[config.mk]
export PLATFORM = sky130hd
export DESIGN_NAME = modbus_output_module_regs
export DESIGN_NICKNAME = d
export VERILOG_FILES = /design/src/pkg/output_regs_pkg.sv /design/src/hdl/ms_tick.sv /design/src/hdl/modbus_output_module_regs.sv
export SDC_FILE = /design/constraint.sdc
export NUM_CORES = 1
export LEC_CHECK = 0
export BUFFER_PORTS_ARGS = -buffer_cell sky130_fd_sc_hd__buf_2
export CAP_MARGIN = 20
export CORE_MARGIN = 1.5
export CORE_UTILIZATION = 50
export DETAILED_ROUTE_END_ITERATION = 12
export HOLD_SLACK_MARGIN = 0.03
export PLACE_DENSITY = 0.73
export REMOVE_ABC_BUFFERS = 1
export SYNTH_ARGS = -nofsm -noshare
export SYNTH_HDL_FRONTEND = slang
export SYNTH_SLANG_ARGS = --single-unit
[constraint.sdc]
create_clock -name clk -period 3.04 [get_ports clk]
set_input_delay 0.456 -clock clk [delete_from_list [all_inputs] [get_ports clk]]
set_output_delay 0.456 -clock clk [all_outputs]
set_load 0.01 [all_outputs]
[src/pkg/output_regs_pkg.sv]
// package: register map, reset values, command codes, timing counts
// assumes a 10 MHz system clock
package output_regs_pkg;
  // ----------------------------------------
  // register map (holding register offsets)
  // ----------------------------------------
  localparam logic [15:0] slave_address_off     = 16'h9c41;
  localparam logic [15:0] uart_setup_off        = 16'h9c42;
  localparam logic [15:0] delays_off            = 16'h9c43;
  localparam logic [15:0] firmware_version_off  = 16'h9c61;
  localparam logic [15:0] timeout_interval_off  = 16'h9ca0;
  localparam logic [15:0] power_on_pattern_off  = 16'h9ca1;
  localparam logic [15:0] command_off           = 16'h9d31;
  // ----------------------------------------
  // reset values and limits
  // ----------------------------------------
  localparam logic [15:0] slave_address_rst     = 16'h0001;
  localparam logic [15:0] slave_address_max     = 16'h00df;
  localparam logic [15:0] slave_address_min     = 16'h0001;
  localparam logic [15:0] uart_setup_rst        = 16'h0035;
  localparam logic [15:0] delays_rst            = 16'h0003;
  localparam logic [15:0] timeout_interval_rst  = 16'hffff;
  localparam logic [15:0] timeout_disabled      = 16'hffff;
  localparam logic [15:0] power_on_pattern_rst  = 16'h0000;
  localparam logic [7:0]  reply_delay_max_ms    = 8'h3f;
  localparam logic [7:0]  query_delay_max_ms    = 8'h30;
  localparam int          reply_lsb             = 0;
  localparam int          query_lsb             = 8;
  localparam int          channels              = 15;
  // ----------------------------------------
  // command codes
  // ----------------------------------------
  localparam logic [15:0] cmd_nop               = 16'h0000;
  localparam logic [15:0] cmd_remote_reset      = 16'h0001;
  localparam logic [15:0] cmd_write_enable      = 16'h0002;
  localparam logic [15:0] cmd_sync_sample       = 16'h0003;
  localparam logic [15:0] cmd_host_com_init     = 16'h0005;
  // ----------------------------------------
  // coil map
  // ----------------------------------------
  localparam logic [15:0] coil_out_last         = 16'h000e;
  localparam logic [15:0] coil_sync_first       = 16'h0100;
  localparam logic [15:0] coil_sync_last        = 16'h010e;
  // ----------------------------------------
  // timing
  // ----------------------------------------
  localparam int          clk_hz                = 10_000_000;
  localparam int          ms_ns                 = 1_000_000;
  localparam int          clk_ns                = 1_000_000_000 / clk_hz;
  localparam int          cycles_per_ms         = ms_ns / clk_ns;
  localparam int          ms_per_s              = 1000;
endpackage : output_regs_pkg

[src/hdl/ms_tick.sv]
// millisecond tick divider
// assumes a single free-running clock, period from the package
`timescale 1ns/100ps
module ms_tick #(
  parameter int cycles = output_regs_pkg::cycles_per_ms
) (
  input  wire logic clk,
  input  wire logic reset_n,
  output logic      tick
);
  typedef struct packed {
    logic [15:0] count;
    logic        tick;
  } tick_state_t;

  tick_state_t state;
  tick_state_t next_state;

  always_comb begin
    next_state = state;
    next_state.tick = 1'b0;
    if (state.count == 16'(cycles - 1)) begin
      next_state.count = 16'h0000;
      next_state.tick = 1'b1;
    end else begin
      next_state.count = state.count + 16'h0001;
    end
  end

  always_ff @(posedge clk or negedge reset_n) begin
    if (!reset_n) begin
      state <= '0;
    end else begin
      state <= next_state;
    end
  end

  assign tick = state.tick;
endmodule : ms_tick

[src/hdl/modbus_output_module_regs.sv]
// holding register bank, coil map and comm watchdog for a 15 channel
// discrete output slave
// assumes a frame decoder in front: one-cycle strobes, same clock
`timescale 1ns/100ps
module modbus_output_module_regs #(
  parameter logic [15:0] firmware_code      = 16'h0100, // arbitrary value
  parameter int          watchdog_ms_cycles = output_regs_pkg::cycles_per_ms,
  parameter int          ms_per_second      = output_regs_pkg::ms_per_s
) (
  input  wire logic        clk,
  input  wire logic        reset_n,
  input  wire logic        reg_wr,
  input  wire logic        reg_rd,
  input  wire logic [15:0] reg_addr,
  input  wire logic [15:0] reg_wdata,
  output logic [15:0]      reg_rdata,
  output logic             reg_ack,
  output logic             reg_err,
  input  wire logic        coil_wr,
  input  wire logic        coil_rd,
  input  wire logic [15:0] coil_addr,
  input  wire logic        coil_wdata,
  output logic             coil_rdata,
  output logic             coil_ack,
  output logic             coil_err,
  input  wire logic        request_valid,
  input  wire logic        query_silence,
  output logic             query_done,
  input  wire logic        reply_ready,
  output logic             reply_go,
  output logic [14:0]      outputs,
  output logic             remote_reset,
  output logic             host_com_init,
  output logic [15:0]      slave_address,
  output logic [15:0]      uart_setup
);
  // ----------------------------------------
  // state
  // ----------------------------------------
  typedef enum logic [1:0] {
    idle    = 2'b00,
    q_wait  = 2'b01,
    r_wait  = 2'b11
  } phase_t;

  typedef struct packed {
    logic [15:0] slave_address;
    logic [15:0] uart_setup;
    logic [15:0] delays;
    logic [15:0] interval;
    logic [15:0] pattern;
    logic [14:0] outputs;
    logic [14:0] sampled;
    logic        wr_enabled;
    logic [15:0] wd_seconds;
    logic [15:0] wd_ms;
    logic        wd_fired;
    phase_t      phase;
    logic [7:0]  delay_ms;
    logic [15:0] reg_rdata;
    logic        reg_ack;
    logic        reg_err;
    logic        coil_rdata;
    logic        coil_ack;
    logic        coil_err;
    logic        query_done;
    logic        reply_go;
    logic        remote_reset;
    logic        host_com_init;
  } regs_state_t;

  regs_state_t state;
  regs_state_t next_state;
  logic        tick;

  ms_tick #(
    .cycles (watchdog_ms_cycles)
  ) u_tick (
    .clk     (clk),
    .reset_n (reset_n),
    .tick    (tick)
  );

  function automatic logic [7:0] clamp8(input logic [7:0] v,
                                        input logic [7:0] lim);
    clamp8 = (v > lim) ? lim : v;
  endfunction : clamp8

  function automatic logic is_protected(input logic [15:0] a);
    is_protected = (a == output_regs_pkg::slave_address_off) ||
                   (a == output_regs_pkg::uart_setup_off) ||
                   (a == output_regs_pkg::delays_off) ||
                   (a == output_regs_pkg::timeout_interval_off) ||
                   (a == output_regs_pkg::power_on_pattern_off);
  endfunction : is_protected

  // ----------------------------------------
  // next state
  // ----------------------------------------
  always_comb begin
    next_state = state;
    next_state.reg_ack = 1'b0;
    next_state.reg_err = 1'b0;
    next_state.coil_ack = 1'b0;
    next_state.coil_err = 1'b0;
    next_state.query_done = 1'b0;
    next_state.reply_go = 1'b0;
    next_state.remote_reset = 1'b0;
    next_state.host_com_init = 1'b0;

    // register reads; command register reads as zero with reg_err, like unmapped addresses
    if (reg_rd) begin
      next_state.reg_ack = 1'b1;
      case (reg_addr)
        output_regs_pkg::slave_address_off:
          next_state.reg_rdata = state.slave_address;
        output_regs_pkg::uart_setup_off:
          next_state.reg_rdata = state.uart_setup;
        output_regs_pkg::delays_off:
          next_state.reg_rdata = state.delays;
        output_regs_pkg::firmware_version_off:
          next_state.reg_rdata = firmware_code;
        output_regs_pkg::timeout_interval_off:
          next_state.reg_rdata = state.interval;
        output_regs_pkg::power_on_pattern_off:
          next_state.reg_rdata = state.pattern;
        default: begin
          next_state.reg_rdata = 16'h0000;
          next_state.reg_err = 1'b1;
        end
      endcase
    end else if (reg_wr) begin
      next_state.reg_ack = 1'b1;
      if (reg_addr == output_regs_pkg::command_off) begin
        case (reg_wdata)
          output_regs_pkg::cmd_nop: ;
          output_regs_pkg::cmd_remote_reset:
            next_state.remote_reset = state.wr_enabled;
          output_regs_pkg::cmd_write_enable:
            next_state.wr_enabled = 1'b1;
          output_regs_pkg::cmd_sync_sample:
            next_state.sampled = state.outputs;
          output_regs_pkg::cmd_host_com_init:
            next_state.host_com_init = 1'b1;
          default:
            next_state.reg_err = 1'b1;
        endcase
      end else if (!is_protected(reg_addr)) begin
        // firmware version and unmapped addresses refuse writes
        next_state.reg_err = 1'b1;
      end else if (!state.wr_enabled) begin
        next_state.reg_err = 1'b1;
      end else begin
        case (reg_addr)
          output_regs_pkg::slave_address_off: begin
            if (reg_wdata >= output_regs_pkg::slave_address_min &&
                reg_wdata <= output_regs_pkg::slave_address_max) begin
              next_state.slave_address = reg_wdata;
            end else begin
              next_state.reg_err = 1'b1;
            end
          end
          output_regs_pkg::uart_setup_off:
            next_state.uart_setup = reg_wdata;
          output_regs_pkg::delays_off: begin
            next_state.delays = {
              clamp8(reg_wdata[15:8],
                     output_regs_pkg::query_delay_max_ms),
              clamp8(reg_wdata[7:0],
                     output_regs_pkg::reply_delay_max_ms)};
          end
          output_regs_pkg::timeout_interval_off:
            next_state.interval = reg_wdata;
          default:
            next_state.pattern = reg_wdata;
        endcase
      end
    end

    // coil access
    if (coil_rd || coil_wr) begin
      next_state.coil_ack = 1'b1;
      next_state.coil_rdata = 1'b0;
      if (coil_addr <= output_regs_pkg::coil_out_last) begin
        if (coil_wr) begin
          next_state.outputs[coil_addr[3:0]] = coil_wdata;
        end
        next_state.coil_rdata = state.outputs[coil_addr[3:0]];
      end else if (coil_rd &&
                   coil_addr >= output_regs_pkg::coil_sync_first &&
                   coil_addr <= output_regs_pkg::coil_sync_last) begin
        next_state.coil_rdata = state.sampled[coil_addr[3:0]];
      end else begin
        next_state.coil_err = 1'b1;
      end
    end

    // ----------------------------------------
    // comm watchdog
    // ----------------------------------------
    // counts whole seconds from ms ticks; disabled value never fires
    if (request_valid) begin
      next_state.wd_seconds = 16'h0000;
      next_state.wd_ms = 16'h0000;
      next_state.wd_fired = 1'b0;
    end else if (state.interval != output_regs_pkg::timeout_disabled &&
                 !state.wd_fired && tick) begin
      if (state.wd_ms == 16'(ms_per_second - 1)) begin
        next_state.wd_ms = 16'h0000;
        next_state.wd_seconds = state.wd_seconds + 16'h0001;
      end else begin
        next_state.wd_ms = state.wd_ms + 16'h0001;
      end
    end
    if (state.interval != output_regs_pkg::timeout_disabled &&
        !state.wd_fired && !request_valid &&
        state.wd_seconds >= state.interval) begin
      next_state.wd_fired = 1'b1;
      next_state.outputs = state.pattern[14:0];
    end

    // ----------------------------------------
    // end of query and reply delays
    // ----------------------------------------
    case (state.phase)
      idle: begin
        if (query_silence) begin
          next_state.phase = q_wait;
          next_state.delay_ms = state.delays[15:8];
        end
      end
      q_wait: begin
        if (state.delay_ms == 8'h00) begin
          next_state.query_done = 1'b1;
          next_state.phase = r_wait;
          next_state.delay_ms = state.delays[7:0];
        end else if (tick) begin
          next_state.delay_ms = state.delay_ms - 8'h01;
        end
      end
      r_wait: begin
        if (state.delay_ms == 8'h00) begin
          if (reply_ready) begin
            next_state.reply_go = 1'b1;
            next_state.phase = idle;
          end
        end else if (tick) begin
          next_state.delay_ms = state.delay_ms - 8'h01;
        end
      end
      default: next_state.phase = idle;
    endcase
  end

  always_ff @(posedge clk or negedge reset_n) begin
    if (!reset_n) begin
      state               <= '0;
      state.slave_address <= output_regs_pkg::slave_address_rst;
      state.uart_setup    <= output_regs_pkg::uart_setup_rst;
      state.delays        <= output_regs_pkg::delays_rst;
      state.interval      <= output_regs_pkg::timeout_interval_rst;
      state.pattern       <= output_regs_pkg::power_on_pattern_rst;
      state.outputs       <= output_regs_pkg::power_on_pattern_rst[14:0];
      state.phase         <= idle;
    end else begin
      state <= next_state;
    end
  end

  assign reg_rdata     = state.reg_rdata;
  assign reg_ack       = state.reg_ack;
  assign reg_err       = state.reg_err;
  assign coil_rdata    = state.coil_rdata;
  assign coil_ack      = state.coil_ack;
  assign coil_err      = state.coil_err;
  assign query_done    = state.query_done;
  assign reply_go      = state.reply_go;
  assign outputs       = state.outputs;
  assign remote_reset  = state.remote_reset;
  assign host_com_init = state.host_com_init;
  assign slave_address = state.slave_address;
  assign uart_setup    = state.uart_setup;
endmodule : modbus_output_module_regs

==> reports/metrics.yaml, run 1 <==
status: "finished, final reports clean"
vdd_ir_drop_max_mv: 0.287
setup_ws_ns: 0.505
async_flop_share_pct: 100
required_ns: 3.35
regToRegEndpoint: "outputs[13]$_DFFE_PN0P_"
setup_viol: 0
cp_slowest_stage_delay_ns: 0.56
die_y_um: 149
synth_flop_cell: "dfrtp_1"
cap_violations: 0
viasPerCell: 5.79
syn_area_per_cell_um2: 10.7
grt_start_max_net_pins: 76
hold_viol: 0
rows: 53
sw_frac_of_total_pct: 25.7
ant_nets: 0
powerDensity_nw_per_um2: 466
cp_top_family: "simple AND/OR/NAND/NOR gates"
path_buf_inv: 2
fin_crit_sh_pct: 83.4
cts_setup_buffers: 0
cts_max_level: 4
arrival_ns: 2.84
synth_cell_types: 80
synth_edf_count: 0
postLayoutCellArea_um2: 11700
ctsLongestPathBuffers: 2
worstPathMaxFanout: 16
portBuffers: 129
dr_total_vias: 7747
grt_pass1_wl_um: 40300
cts_made_buffers: 17
antenna_found_initial: 1
cts.clk_slew.worst_paths_ns: 0.07
setup_tns_ns: 0
endpoint: "outputs[13]$_DFFE_PN0P_"
drc_errors: 0
ctsRootBufferMaster: "clkbuf_16"
reg2regPathDepth: 9
rsz0062_at_grt: "false"
syn-cell-area_um2: 10700
clock_latency_ns: 0.43
crit_cells: 9
crit_chain: "inv_1, ha_1, nand2_1, or3_1, o221ai_1, nor4b_2, o21ai_2, buf_4, mux2_1"
floorplan.initialDensity_pct: 50.9
fin_crit_ns: 2.53
skew_ns: 0.0115
r2r-start: "state[120]$_DFFE_PN1P_"
ys_warn_count: 0
critPathSlowestCell: "dfstp_2"
power_leakage_nw: 5.48
power_frac_seq_pct: 51.1
cts_tree: "built"
worstSetupPathType: "flip-flop to flip-flop"
comb_power_share_pct: 8.5
cts_resized: 0
dieArea_um2: 22200
numClockSinks: 196
first_pass_iters: 5
gp_congestion: 0.829
synthCells: 994
grt_pass1_vias: 7483
max_slew_margin_pct: 42.8
hold_class: "primary input to async pin"
ios: 130
syn_to_final_growth_pct: 9.29
grt_remaining_overflow: 0
place_ws_ns: 0.462
antenna_cells: 0
synth_seq_cells: 196
worstSetupStartpoint: "state[120]$_DFFE_PN1P_"
drv_slew: 0
post_drt_wl_per_cell_um: 19.0
core-area_um2: 21000
p_sw_w: 0.00140
worst_pin_slew_ns: 0.851
cts_hold_buf: 0
reg2reg_slack_ns: 0.51
drive_above_1_share_pct: 27.9
ys_seq_area_share_pct: 46.3
startpoint_type: "flip-flop"
drt-total-wl_um: 25400
max_freq_mhz: 395
fp.dieW_um: 149
p_int_w: 0.00404
track_usage_pct: 23.5
dpl-instance-area_um2: 11100
dp_hpwl_um: 18300
cp-end-kind: "flip-flop"
fin_nets: 1128
drtIter0Drc: 571
p_clk_share_pct: 40.4
final cells by class:
cell class / instances / area [um^2]
clock buffers: 19 / 443
clock inverters: 13 / 123
fillers: 1792 / 9300
inverters: 38 / 143
multi-input cells: 653 / 4880
flip-flops and latches: 196 / 4930
well taps: 275 / 344
repair buffers: 144 / 792
worst reg2reg max path, delay by kind of cell (launching register included):
kind,cells,cell delay [ns]
AND/OR/NAND/NOR,3,0.67
flip-flops,1,0.56
multiplexers,1,0.34
adder cells (fa/ha/maj),1,0.29
buffers and inverters,2,0.28
AO/OA/AOI/OAI,2,0.28
placed cells by master (no fill, tap or decap), types with 17 or more instances in the layout:
master and n:
dfstp_2 23, nand2_1 56, nor2b_1 17, o21ai_0 27, buf_2 128, nand3_1 30
clkbuf_16 17, xor2_1 29, inv_1 38, a31oi_1 19, dfrtp_1 173, mux2i_1 37
ha_1 20, nand4_1 22, nor2_1 96, mux2_2 62, a21oi_1 23
worst min-delay path by stage:
stage	startpoint	end	slack [ns]	cells past startpoint
after floorplan	reset_n	coil_ack$_DFF_PN0_	0.16	0
after global placement	u_tick.state[1]$_DFF_PN0_	u_tick.state[1]$_DFF_PN0_	0.44	1
after detailed placement	u_tick.state[1]$_DFF_PN0_	u_tick.state[1]$_DFF_PN0_	0.45	1
after CTS	reset_n	state[42]$_DFFE_PN0P_	0.07	1
after global routing	reset_n	state[42]$_DFFE_PN0P_	0.09	1
final	reset_n	state[42]$_DFFE_PN0P_	0.04	1
logic make-up after synthesis:
logic type	count (synthesis)	synth area share [%]
adder cells (fa/ha/maj)	20	2.35
XOR/XNOR	39	3.20
buffers and inverters	145	8.00
AO/OA/AOI/OAI	131	8.35
multiplexers	129	14.6
flip-flops	196	46.3
AND/OR/NAND/NOR	334	17.3
Yosys cell counts, drive strengths merged (10+ instances only):
cell type,number,area share (%)
dfstp,23,5.7
xor2,29,2.4
xnor2,10,0.82
nand2,57,2.0
a22oi,16,1.1
buf,84,5.8
nor2,99,3.6
clkbuf,23,0.82
o22a,16,1.3
nand3,31,1.5
nor2b,17,1.0
a21oi,23,1.1
mux2i,37,3.5
inv,38,1.3
o21ai,28,1.3
and3,14,0.82
dfrtp,173,41
a31oi,20,1.2
mux2,85,9.4
ha,20,2.3
nor3,17,0.84
nand2b,10,0.59
nor4,12,0.90
nand4,22,1.3
layer usage:
layer  up-vias  global-route usage, %  share of wire, %
met1      3836                   31.7                44
li1       3596                      -                 -
met3        41                   4.56               6.4
met5         -                      0             0.051
met4         2                   8.42               2.6
met2       272                   38.0                47
per-stage QoR:
step	power [W]	cells	utilization, %	hold slack, ns
6_report	0.00544	1338	55.6	0.0438
5_1_grt	0.00564	1338	55.6	0.0899
4_1_cts	0.00546	1337	55.6	0.0691
3_5_place_dp	0.00329	1305	52.9	0.446
3_3_place_gp	0.00328	1305	52.9	0.439
2_1_floorplan	0.00303	887	-	0.160
power by group through the flow:
stage / registers, W / logic [W] / clock network, W
after global placement: 0.00282 / 0.000456 / 0
after floorplan: 0.00281 / 0.000223 / 0
after detailed placement: 0.00282 / 0.000464 / 0
after CTS: 0.00277 / 0.000464 / 0.00223
final: 0.00278 / 0.000463 / 0.00220
after global routing: 0.00279 / 0.000515 / 0.00234
registers in the layout, indices dropped and copies added, names as in the netlist, 15 cells and up:
| name | count |
|---|---|
| state | 107 |
| reg_rdata | 16 |
| slave_address | 16 |
| u_tick.state | 16 |
| uart_setup | 16 |
| outputs | 15 |
Note: power is estimated with default switching activity, not from simulation.
==> run 2: changes to the inputs <==
--- a/config.mk
+++ b/config.mk
@@ -5,6 +5,7 @@
 export SDC_FILE = /design/constraint.sdc
 export NUM_CORES = 1
 export LEC_CHECK = 0
+export ABC_AREA = 1
 export BUFFER_PORTS_ARGS = -buffer_cell sky130_fd_sc_hd__buf_2
 export CAP_MARGIN = 20
 export CORE_MARGIN = 1.5
==> constraint.sdc (replaced) <==
create_clock -name clk -period 2.4 [get_ports clk]
set_input_delay 0.36 -clock clk [delete_from_list [all_inputs] [get_ports clk]]
set_output_delay 0.36 -clock clk [all_outputs]
set_load 0.01 [all_outputs]
==> run 2 against run 1 <==
Net effect: largest power group unchanged; highest routed layer unchanged; sequential share of layout area decreased by 4.3 points; non-clock buffer count increased by 10; setup slack got worse by 0.19 ns; clock-buffer cell count decreased by 2; cell area increased by 11%; global-route usage increased by 2.1 points; worst hold slack improved by 0.11 ns.
==> reports/metrics.yaml, run 2 <==
status: "finished, final reports clean"
syn_to_final_growth_pct: 8.57
ys_seq_area_share_pct: 41.3  # -5.0 points
final_cells: 2006  # +50%
grt-busiest-layer: "met2"
cp_slowest_stage_delay_ns: 0.59  # +0.03 ns
grt_start_max_net_pins: 73  # -3.9%
synth_flop_cell: "dfrtp_1"
regToRegEndpoint: "outputs[13]$_DFFE_PN0P_"
ys_warn_count: 0  # unchanged
worstSetupStartpoint: "state[116]$_DFFE_PN1P_"
synth.top_cell.area_share_pct: 36.2  # -4.4 points
largest_register_ffs: 107  # unchanged
fillerInstances: 2241  # +25%
dr_total_vias: 10700  # +39%
cts.clk_slew.worst_paths_ns: 0.08  # about the same
hold_class: "primary input to flip-flop"
worstPathMaxFanout: 16  # unchanged
rows: 56  # +5.7%
viasPerCell: 5.35  # -7.6%
antenna_found_initial: 2  # +1
syn-cell-area_um2: 11900  # +12%
hold_viol: 0  # unchanged
syn_area_per_cell_um2: 7.40  # -31%
worst_pin_slew_ns: 0.662  # -0.189 ns
async_flop_share_pct: 100  # unchanged
powerDensity_nw_per_um2: 549  # +18%
ant_nets: 0  # unchanged
power_leakage_nw: 6.45  # +18%
yosys.area.top_type: "dfrtp_1"
skew_ns: 0.0177  # +0.00625 ns
dieArea_um2: 24800  # +12%
regMostFlops: "state"
path_buf_inv: 2  # unchanged
crit_top_cell: "nand2_1"
rsz0062_at_grt: "false"
fin_crit_ns: 2.08  # -0.450 ns
arrival_ns: 2.41  # -0.43 ns
cts_setup_buffers: 0  # unchanged
cts_max_level: 4  # unchanged
fin_nets: 1750  # +55%
reg2reg_slack_ns: 0.32  # -0.19 ns
synth_common_cells: "462 x nand2_1, 211 x nand3_1, 173 x dfrtp_1"
setup_viol: 0  # unchanged
synth_cell_types: 44  # -45%
dp.cells: 1971  # +51%
cp-end-kind: "flip-flop"
clock_latency_ns: 0.45  # +0.02 ns
crit_chain: "inv_1, ha_1, inv_1, nor2_1, o21bai_1, nand2_1, nand2_1, nand2_1, nand2_1, nand2_1, nand2_2, nand2_1, nand2_1"
multiInputGateArea_um2: 5560  # +14%
cts_resized: 0  # unchanged
drt-total-wl_um: 30900  # +22%
synth_seq_cells: 196  # unchanged
die_y_um: 158  # +5.7%
cts_made_buffers: 17  # unchanged
holdPathStages: 3
fp.dieW_um: 158  # +5.7%
netlist_top_cells_area: "dfrtp_1 36%, nand2_1 15%, nand3_1 8.8%"
final_cell_mix: "462 x nand2_1, 211 x nand3_1, 173 x dfrtp_1"
reg2regPathDepth: 13  # +4
power.total_w: 0.00713  # +31%
met1_usage_pct: 36.1  # +4.4 points
ios: 130  # unchanged
yosysMostFrequentCell: "nand2_1"
setup_ws_ns: 0.315  # -0.190 ns
setup_tns_ns: 0  # unchanged
synth_edf_count: 0  # unchanged
cap_violations: 0  # unchanged
grt_pass1_vias: 9824  # +31%
startpoint_type: "flip-flop"
drtIter0Drc: 952  # +67%
max_freq_mhz: 480  # +22%
fin_crit_sh_pct: 86.9  # +3.5 points
grt_pass1_wl_um: 50000  # +24%
track_usage_pct: 25.7  # +2.1 points
dp_hpwl_um: 23100  # +26%
layout.cells.most_common: "nand2_1"
drv_slew: 0  # unchanged
crit_cells: 13  # +4
first_pass_iters: 5  # unchanged
drc_errors: 0  # unchanged
cp_top_family: "simple AND/OR/NAND/NOR gates"
critPathSlowestCell: "dfstp_2"
required_ns: 2.73  # -0.62 ns
portBuffers: 129  # unchanged
drive_above_1_share_pct: 16.9  # -11 points
floorplan.initialDensity_pct: 50.9  # about the same
cts_hold_buf: 1  # +1
synthCells: 1614  # +62%
place_ws_ns: 0.381  # -0.0817 ns
core-area_um2: 23500  # +12%
r2r-start: "state[116]$_DFFE_PN1P_"
grt_remaining_overflow: 0  # unchanged
seqCellArea_um2: 4930  # unchanged
endpoint: "outputs[13]$_DFFE_PN0P_"
min-delay-start: "reg_wr"
ctsRootBufferMaster: "clkbuf_16"
gp_congestion: 0.898  # +8.3%
numClockSinks: 196  # unchanged
post_drt_wl_per_cell_um: 15.4  # -19%
grt.met3_usage_pct: 5.04  # +0.48 points
vdd_ir_drop_max_mv: 0.367  # +28%
ctsLongestPathBuffers: 2  # unchanged
gr-usage-met2_pct: 40.1  # +2.1 points
max_slew_margin_pct: 55.9  # +13 points
cts_tree: "built"
worstSetupPathType: "flip-flop to flip-flop"
run 2: logic make-up (layout without fill, tap and decap cells):
group / after synthesis / in the layout / share of synthesized area [%]
compound gates: 170 / 170 / 7.72
xor+xnor: 23 / 23 / 1.69
fa+ha+maj: 20 / 20 / 2.09
simple gates: 927 / 927 / 35.0
buf+inv: 278 / 349 / 12.2
flops: 196 / 196 / 41.3
other cells: 0 / 2 / 0
run 2: per-stage QoR:
| step | instance area (um^2) | util [%] | hold slack, ns |
|---|---|---|---|
| finish | 13000 | 55.3 | 0.151 |
| global placement | 12400 | 52.8 | 0.426 |
| detailed placement | 12400 | 52.8 | 0.436 |
| floorplan | 11100 | - | 0.0644 |
| CTS | 13000 | 55.2 | 0.144 |
| global route | 13000 | 55.2 | 0.163 |
run 2: worst min-delay path by stage:
stage                               endpoint  slack, ns
after floorplan           coil_ack$_DFF_PN0_       0.06
after global placement    coil_err$_DFF_PN0_       0.43
after detailed placement  coil_err$_DFF_PN0_       0.44
after CTS                  reg_ack$_DFF_PN0_       0.14
after global routing       reg_ack$_DFF_PN0_       0.16
final                      reg_ack$_DFF_PN0_       0.15
run 2: final cells by class:
type,count,share of cell area (%)
Antenna cell,2,0.0386
Multi-Input combinational cell,1140,42.8
Sequential cell,196,38.0
Timing Repair Buffer,154,6.99
Clock buffer,17,3.28
Tap cell,319,3.08
Clock inverter,15,1.03
Inverter,163,4.72
run 2: layer usage:
metal	up-vias	routed length, um	part of all wire (%)
li1	5291	-	-
met1	5037	14100	46
met2	356	14000	45
met3	50	2200	7.1
met4	2	592	1.9
met5	-	13	0.042
run 2: tightest hold or removal path: cells and delay by family:
family | cells | cell delay [ns]
and+or+nand+nor | 1 | 0.06
buffers and inverters | 2 | 0.14
run 2: where the power goes:
group | switching, W | internal, W | total (W) | leakage [nW]
registers | 0.0000712 | 0.00338 | 0.00345 | 2.53
logic | 0.000614 | 0.000276 | 0.000890 | 3.65
clock network | 0.00141 | 0.00137 | 0.00278 | 0.268
total | 0.00210 | 0.00503 | 0.00713 | 6.45
